--- src/core/adc_ctrl_pkg.sv ---
// Shared constants and types for the successive-approximation converter
// Operation
// - Eight-bit approximation clocked at oscillator over twelve
// - Step sequence matches seventy microseconds at 8MHz
// - Start write begins conversion, clears done flag
// - Completion sets done flag, result valid
// - One conversion per start, never automatic
// - Start during conversion abandons it, restarts
// - Start bit is write-only, reads zero
// - Done flag with enable raises vector-4 request
// - Control bit 7 enables interrupt
// - Control bit 6 is read-only done flag
// - Control bit 5 is start bit
// - Control bit 4 powers converter, zero idles
// - Wait state never powers the comparator down
// - Reset aborts, control 40h, interrupt masked
// - Result register at D0h is read-only
// - Code steps are supply span over 256
// - Sync option holds start until core waits
// - End-of-conversion request wakes core from wait
package adc_ctrl_pkg;

    // ------------------------------------------------------------
    // Register map
    // ------------------------------------------------------------
    localparam logic [7:0] RESULT_ADDR = 8'hD0;
    localparam logic [7:0] CTRL_ADDR = 8'hD1;
    localparam logic [7:0] CTRL_RESET = 8'h40;
    localparam logic [7:0] RESULT_RESET = 8'h00;
    localparam logic [7:0] READ_ZERO = 8'h00;
    localparam int IRQ_EN_BIT = 7;
    localparam int DONE_BIT = 6;
    localparam int START_BIT = 5;
    localparam int PWR_BIT = 4;

    // ------------------------------------------------------------
    // Conversion timing
    // ------------------------------------------------------------
    localparam int RES_BITS = 8;
    localparam int OSC_DIV = 12;
    localparam int CONV_TIME_NS = 70000;
    localparam int REF_OSC_KHZ = 8000;
    // Conversion clock ticks in one conversion, rounded down
    localparam int CONV_TICKS =
        (CONV_TIME_NS * REF_OSC_KHZ) / (1000000 * OSC_DIV);
    localparam int BIT_TICKS = 5;
    localparam int IRQ_VECTOR = 4;

    // ------------------------------------------------------------
    // Sequencer states
    // ------------------------------------------------------------
    typedef enum logic [1:0] {
        CONV_IDLE,
        CONV_HOLD,
        CONV_SAMPLE,
        CONV_TRIAL
    } conv_state_t;

endpackage

--- src/core/conv_clk_if.sv ---
// Link between the sequencer and the conversion clock divider
interface conv_clk_if;
    logic run;
    logic restart;
    logic tick;

    modport gen (
        input run,
        input restart,
        output tick
    );

    modport user (
        output run,
        output restart,
        input tick
    );
endinterface

--- src/core/conv_tick_gen.sv ---
// Conversion clock divider producing one tick every DIV clocks
module conv_tick_gen #(
    parameter int DIV = adc_ctrl_pkg::OSC_DIV
) (
    // Clock and reset
    input wire logic clk,
    input wire logic reset_n,
    // Sequencer side
    conv_clk_if.gen link
);
    import adc_ctrl_pkg::*;

    localparam int W = $clog2(DIV);
    localparam logic [W-1:0] DIV_LAST = W'(DIV - 1);

    if (DIV < 2) begin : g_bad_div
        $error("conv_tick_gen: DIV must be at least 2");
    end

    logic [W-1:0] div_q;
    logic [W-1:0] div_d;
    wire at_end = div_q == DIV_LAST;
    wire hold = !link.run || link.restart;

    // Count phase; restart realigns to a fresh period
    assign div_d = (hold || at_end) ? '0 : div_q + 1'b1;
    assign link.tick = link.run && !link.restart && at_end;

    // Phase register
    always_ff @(posedge clk or negedge reset_n) begin
        if (!reset_n) begin
            div_q <= '0;
        end else begin
            div_q <= div_d;
        end
    end
endmodule

--- src/core/sar_adc_control.sv ---
// Register file and sequencer of the 8-bit SAR converter
module sar_adc_control #(
    parameter int CLK_DIV = adc_ctrl_pkg::OSC_DIV,
    parameter int TOTAL_TICKS = adc_ctrl_pkg::CONV_TICKS,
    parameter int STEP_TICKS = adc_ctrl_pkg::BIT_TICKS
) (
    // Clock and reset
    input wire logic clk,
    input wire logic reset_n,
    // Register port
    input wire logic [7:0] reg_addr,
    input wire logic [7:0] reg_wdata,
    input wire logic reg_wr,
    input wire logic reg_rd,
    output logic [7:0] reg_rdata,
    // Analog front end
    output logic [adc_ctrl_pkg::RES_BITS-1:0] dac_code,
    output logic sample_en,
    output logic converter_power_enable,
    input wire logic comp_above,
    // Core coordination
    input wire logic sync_start_option,
    input wire logic core_in_wait,
    // Status and interrupt
    output logic conv_busy,
    output logic conv_irq
);
    import adc_ctrl_pkg::*;

    // ------------------------------------------------------------
    // Derived timing
    // ------------------------------------------------------------
    localparam int SAMPLE_TICKS = TOTAL_TICKS - RES_BITS * STEP_TICKS;
    localparam int CNT_W = $clog2(TOTAL_TICKS + 1);
    localparam logic [CNT_W-1:0] SAMPLE_LAST = CNT_W'(SAMPLE_TICKS - 1);
    localparam logic [CNT_W-1:0] STEP_LAST = CNT_W'(STEP_TICKS - 1);
    localparam logic [2:0] MSB_IDX = 3'(RES_BITS - 1);
    localparam logic [2:0] LSB_IDX = 3'h0;

    // Refuse timings the sequencer cannot serve
    if (STEP_TICKS < 1 || SAMPLE_TICKS < 1) begin : g_bad_timing
        $error("sar_adc_control: TOTAL_TICKS too short for steps");
    end
    if (RES_BITS != 8) begin : g_bad_width
        $error("sar_adc_control: only 8-bit results are supported");
    end

    // ------------------------------------------------------------
    // Trial code decoding
    // ------------------------------------------------------------
    // Kept bits plus the bit under trial
    function automatic logic [7:0] trial_of(
        input logic [7:0] base,
        input logic [2:0] idx
    );
        trial_of = base | (8'h01 << idx);
    endfunction

    // ------------------------------------------------------------
    // State
    // ------------------------------------------------------------
    conv_state_t state_q;
    conv_state_t state_d;
    logic [CNT_W-1:0] cnt_q;
    logic [CNT_W-1:0] cnt_d;
    logic [2:0] bit_q;
    logic [2:0] bit_d;
    logic [7:0] approx_q;
    logic [7:0] approx_d;
    logic [7:0] result_q;
    logic [7:0] result_d;
    logic eai_q;
    logic eai_d;
    logic eoc_q;
    logic eoc_d;
    logic pwr_q;
    logic pwr_d;
    logic [7:0] rdata_q;
    logic [7:0] rdata_d;
    logic [7:0] dac_q;
    logic [7:0] dac_d;
    logic sample_q;
    logic busy_q;
    logic irq_q;
    logic irq_d;

    // ------------------------------------------------------------
    // Conversion clock
    // ------------------------------------------------------------
    conv_clk_if link ();

    conv_tick_gen #(
        .DIV(CLK_DIV)
    ) u_tick (
        .clk(clk),
        .reset_n(reset_n),
        .link(link)
    );

    // ------------------------------------------------------------
    // Register decode
    // ------------------------------------------------------------
    wire ctrl_sel = reg_addr == CTRL_ADDR;
    wire result_sel = reg_addr == RESULT_ADDR;
    wire ctrl_wr = reg_wr && ctrl_sel;
    // Start pulse from a one in bit 5
    wire start_wr = ctrl_wr && reg_wdata[START_BIT];

    // Control fields as software writes them
    assign eai_d = ctrl_wr ? reg_wdata[IRQ_EN_BIT] : eai_q;
    assign pwr_d = ctrl_wr ? reg_wdata[PWR_BIT] : pwr_q;

    // Control view; start reads zero, low nibble reads zero
    wire [7:0] ctrl_view = {
        eai_q,
        eoc_q,
        1'b0,
        pwr_q,
        4'h0
    };

    // Read mux; unmapped addresses read zero
    assign rdata_d = !reg_rd ? READ_ZERO :
                     ctrl_sel ? ctrl_view :
                     result_sel ? result_q :
                     READ_ZERO;

    // ------------------------------------------------------------
    // Sequencer decode
    // ------------------------------------------------------------
    wire in_sample = state_q == CONV_SAMPLE;
    wire in_trial = state_q == CONV_TRIAL;
    wire cnt_last = cnt_q == (in_sample ? SAMPLE_LAST : STEP_LAST);
    wire step_end = link.tick && cnt_last;
    wire last_bit = bit_q == LSB_IDX;

    // Code under trial and the decision at step end
    wire [7:0] trial_code = trial_of(approx_q, bit_q);
    wire [7:0] decided = comp_above ? trial_code : approx_q;

    // Last decision of a powered conversion completes it
    wire conv_done = in_trial && step_end && last_bit && pwr_d;

    // Divider runs only while sampling or trialling
    assign link.run = in_sample || in_trial;
    assign link.restart = start_wr;

    // ------------------------------------------------------------
    // Sequencer next state
    // ------------------------------------------------------------
    // Start and power take priority over stepping
    always_comb begin
        state_d = state_q;
        cnt_d = cnt_q;
        bit_d = bit_q;
        approx_d = approx_q;
        if (!pwr_d) begin
            state_d = CONV_IDLE;
        end else if (start_wr) begin
            // Fresh conversion, abandoning any running one
            cnt_d = '0;
            bit_d = MSB_IDX;
            approx_d = '0;
            if (sync_start_option) begin
                state_d = CONV_HOLD;
            end else begin
                state_d = CONV_SAMPLE;
            end
        end else begin
            case (state_q)
                CONV_IDLE: begin
                    state_d = CONV_IDLE;
                end
                CONV_HOLD: begin
                    // Wait for the core to enter its wait state
                    if (core_in_wait) begin
                        state_d = CONV_SAMPLE;
                    end
                end
                CONV_SAMPLE: begin
                    if (link.tick) begin
                        if (cnt_last) begin
                            cnt_d = '0;
                            state_d = CONV_TRIAL;
                        end else begin
                            cnt_d = cnt_q + 1'b1;
                        end
                    end
                end
                CONV_TRIAL: begin
                    if (link.tick) begin
                        if (cnt_last) begin
                            cnt_d = '0;
                            approx_d = decided;
                            if (last_bit) begin
                                state_d = CONV_IDLE;
                            end else begin
                                bit_d = bit_q - 1'b1;
                            end
                        end else begin
                            cnt_d = cnt_q + 1'b1;
                        end
                    end
                end
                default: begin
                    state_d = CONV_IDLE;
                end
            endcase
        end
    end

    // ------------------------------------------------------------
    // Flag, result and outputs
    // ------------------------------------------------------------
    // A start in the completing cycle masks the tick, so start wins over completion
    assign eoc_d = conv_done ? 1'b1 :
                   start_wr ? 1'b0 :
                   eoc_q;

    // Result loads only with the flag
    assign result_d = conv_done ? decided : result_q;

    // Level request; also serves as wake from wait
    assign irq_d = eoc_d && eai_d;

    // Code presented to the comparator during trials
    assign dac_d = (state_d == CONV_TRIAL) ?
                   trial_of(approx_d, bit_d) : 8'h00;

    // ------------------------------------------------------------
    // Registers
    // ------------------------------------------------------------
    // Reset aborts conversion and returns the sequencer to idle
    always_ff @(posedge clk or negedge reset_n) begin
        if (!reset_n) begin
            state_q <= CONV_IDLE;
            cnt_q <= '0;
            bit_q <= MSB_IDX;
            approx_q <= '0;
        end else begin
            state_q <= state_d;
            cnt_q <= cnt_d;
            bit_q <= bit_d;
            approx_q <= approx_d;
        end
    end

    // Control fields and result
    always_ff @(posedge clk or negedge reset_n) begin
        if (!reset_n) begin
            eai_q <= CTRL_RESET[IRQ_EN_BIT];
            eoc_q <= CTRL_RESET[DONE_BIT];
            pwr_q <= CTRL_RESET[PWR_BIT];
            result_q <= RESULT_RESET;
        end else begin
            eai_q <= eai_d;
            eoc_q <= eoc_d;
            pwr_q <= pwr_d;
            result_q <= result_d;
        end
    end

    // Registered outputs
    always_ff @(posedge clk or negedge reset_n) begin
        if (!reset_n) begin
            rdata_q <= READ_ZERO;
            dac_q <= 8'h00;
            sample_q <= 1'b0;
            busy_q <= 1'b0;
            irq_q <= 1'b0;
        end else begin
            rdata_q <= rdata_d;
            dac_q <= dac_d;
            sample_q <= state_d == CONV_SAMPLE;
            busy_q <= state_d != CONV_IDLE;
            irq_q <= irq_d;
        end
    end

    // ------------------------------------------------------------
    // Port drive
    // ------------------------------------------------------------
    assign reg_rdata = rdata_q;
    assign dac_code = dac_q;
    assign sample_en = sample_q;
    assign converter_power_enable = pwr_q;
    assign conv_busy = busy_q;
    assign conv_irq = irq_q;

endmodule

--- config.mk ---
export PLATFORM = sky130hd
export DESIGN_NAME = sar_adc_control
export DESIGN_NICKNAME = d
export VERILOG_FILES = /design/src/core/adc_ctrl_pkg.sv /design/src/core/conv_clk_if.sv /design/src/core/conv_tick_gen.sv /design/src/core/sar_adc_control.sv
export SDC_FILE = /design/constraint.sdc
export NUM_CORES = 1
export LEC_CHECK = 0
export BUFFER_PORTS_ARGS = -buffer_cell sky130_fd_sc_hd__buf_2
export CAP_MARGIN = 20
export CORE_MARGIN = 2
export CORE_UTILIZATION = 50
export CTS_BUF_LIST = sky130_fd_sc_hd__clkbuf_16
export DETAILED_ROUTE_END_ITERATION = 12
export PLACE_DENSITY = 0.75
export SETUP_SLACK_MARGIN = 0.3
export SLEW_MARGIN = 5
export SYNTH_ARGS = -nofsm -noshare
export SYNTH_HDL_FRONTEND = slang
export SYNTH_SLANG_ARGS = --single-unit
export TNS_END_PERCENT = 100
--- constraint.sdc ---
create_clock -name clk -period 2.2 [get_ports clk]
set_input_delay 0.44 -clock clk [delete_from_list [all_inputs] [get_ports clk]]
set_output_delay 0.44 -clock clk [all_outputs]
set_load 0.01 [all_outputs]
==> impl_metrics.env <==
export IMPL_fillers=416
export IMPL_gp_congestion=0.807
export IMPL_num_antenna_cells=0
export IMPL_placedCellCount=367
export IMPL_grt_max_degree=30
export IMPL_dieArea_um2=5700
export IMPL_p_per_area_nw_per_um2=588
export IMPL_cp_end_kind="register"
export IMPL_r2r_start="cnt_q[3]"
export IMPL_async_reset_ff_frac=1.00
export IMPL_hold_violations=0
export IMPL_finalCriticalPeriod_ps=2000
export IMPL_hp_class="primary input to async pin"
export IMPL_maxCapViolations=0
export IMPL_drt_total_wl_um=5800
export IMPL_drive_above_1_share=0.366
export IMPL_area_growth_pct=31.0
export IMPL_io_pins=43
export IMPL_synth_cell_types=52
export IMPL_dp_hpwl_um=3710
export IMPL_p_leak_uw=0.00162
export IMPL_syn_area_um2=2550
export IMPL_grt_pass1_wl_um=8870
export IMPL_crit_start="cnt_q[3]"
export IMPL_drtIter0Drc=162
export IMPL_chipWidth_um=75.5
export IMPL_rsz0062_at_grt="true"
export IMPL_crit_arrival_ps=2210
export IMPL_yosysTopAreaCellShare=0.480
export IMPL_first_pass_iters=4
export IMPL_finalNonFillerCells=387
export IMPL_cts_buffers_inserted=5
export IMPL_ys_seq_area_frac=0.521
export IMPL_clkSinkCount=53
export IMPL_drc=0
export IMPL_tns_ps=0
export IMPL_synth_cells=247
export IMPL_post_place_ws_ps=-40.1
export IMPL_setup_viol=0
export IMPL_cts_root_buf="clkbuf_16"
export IMPL_synth_top_area_cell="dfrtp_1"
export IMPL_ir_drop_mv=0.492
export IMPL_yosysMostFrequentCell="dfrtp_1"
export IMPL_port_buffer_count=37
export IMPL_slew_viol_final=0
export IMPL_syn_area_per_cell_um2=10.3
export IMPL_finalClockSkew_ps=9.08
export IMPL_synth_nets=277
export IMPL_synthFlopType="dfrtp_1"
export IMPL_worstSetupPathType="register to register"
export IMPL_path_max_fanout=6
export IMPL_antenna_found_initial=0
export IMPL_rows=26
export IMPL_core_area_um2=5010
export IMPL_grt_usage=0.210
export IMPL_clk_latency_ps=300
export IMPL_status="finished, final reports clean"
export IMPL_cts_buffer_depth=2
export IMPL_gr_total_overflow=0
export IMPL_vias_per_cell=5.46
export IMPL_synth_common_cells="49 x dfrtp_1, 28 x nand2_1, 26 x nor2_1"
export IMPL_postRouteAntennaNets=0
export IMPL_synth_edf_count=0
export IMPL_fmax_ghz=0.501
export IMPL_nets=346
export IMPL_grt_pass1_vias=1981
export IMPL_period_share=0.907
export IMPL_setup_slack_ps=205
export IMPL_ys_ff_latch=53
export IMPL_p_total_uw=1970
export IMPL_cts_tree="built"
export IMPL_synth_area_leaders="dfrtp_1 48%, dfstp_2 4.1%, nand2_1 4.1%, nor2_1 3.8%, ha_1 3.4%"
export IMPL_cts_clk_slew_worst_paths_ps=70
export IMPL_cp_start_kind="register"
export IMPL_vias=2113
export IMPL_required_ps=2420
export IMPL_fp_dieH_um=75.5
export IMPL_yosys_warnings=0
export IMPL_avgRoutedWirePerCell_um=15.0
export IMPL_dpl_cell_area_um2=2950
export IMPL_final_area_um2=3350
export IMPL_slew_headroom=0.615
export IMPL_cts_max_level=2
export IMPL_start_util=0.510
export IMPL_tightestPinTransition_ps=577
state kept, by name, summed over array words and instances, names as in the netlist:
| register | count |
|---|---|
| conv_busy | 1 |
| sample_en | 1 |
| result_q | 8 |
| eoc_q | 1 |
| reg_rdata | 8 |
| state_q | 2 |
| dac_code | 8 |
| u_tick.div_q | 4 |
| bit_q | 3 |
| conv_irq | 1 |
| converter_power_enable | 1 |
| cnt_q | 6 |
| eai_q | 1 |
| approx_q | 8 |
final cells by class:
cell class	count	area (µm²)	area share
flip-flops and latches	53	1330	0.398
multi-input cells	174	1260	0.376
repair buffers	69	453	0.135
clock buffers	5	125	0.0374
well taps	70	87.6	0.0262
inverters	13	48.8	0.0146
clock inverters	3	42.5	0.0127
routing by layer:
layer,track usage,part of all wire,vias up
met5,0,0,-
met2,0.357,0.48,74
met1,0.267,0.44,1014
met4,0.0741,0.024,0
met3,0.0437,0.054,18
li1,-,-,1007
layout by cell type (no fill, tap or decap), drive strengths merged, types with 2 or more instances in the layout:
master	netlist	routed
buf	4	69
dfrtp	49	49
nand2	29	29
nor2	26	26
a21oi	15	15
o21ai	15	15
inv	13	14
and2	11	11
a31oi	9	9
nand3	7	7
ha	7	7
mux2i	6	6
clkbuf	3	5
nor2b	5	5
xnor2	4	4
dfstp	4	4
a2bb2oi	4	4
nand4	4	4
o31ai	3	3
and4b	2	2
and4	2	2
nand3b	2	2
or2	2	2
nand2b	2	2
nor3	2	2
a31o	2	2
mux2	2	2
final timing paths:
kind	slack (ps)	to	cells past startpoint
worst max-delay path	200	dac_code[5]	8
worst min-delay path	140	u_tick.div_q[1]	1
worst max register to register	200	dac_code[5]	8
worst min register to register	480	reg_rdata[1]	1
max in group asynchronous	1440	eoc_q	2
min in group clk	390	eai_q	2
through the flow:
stage / util / hold slack, ps
final: 0.668 / 135
after global routing: 0.668 / 181
after CTS: 0.650 / 160
after detailed placement: 0.589 / 458
after global placement: 0.589 / 447
after floorplan: - / 144
timing repair:
item,4_1_cts,5_1_grt
gates resized for setup,15,17
setup endpoints to repair,27,31
pin swaps,14,6
hold buffers,0,0
buffers inserted,10,2
report_power, final:
group          switching, µW  internal [µW]
logic                   59.3           38.3
clock network            349            535
registers               5.11            980
total                    413           1550
worst max-delay path, stage by stage (launching register included):
cell and delay [ps]:
dfrtp_1 440, nor4b_4 320, buf_4 180, nand4_4 90, a2111oi_4 230, buf_6 180
mux2i_2 250, nand2_1 90, a21oi_1 150
kinds of logic after synthesis:
family | share of synthesized area
AOI/OAI and AO/OA | 0.160
xor gates and xnor gates | 0.0171
adders and majority gates | 0.0343
buffers and inverters | 0.0338
DFF | 0.521
muxes | 0.0323
and+or+nand+nor | 0.202
(Power assumes the default switching activity.)
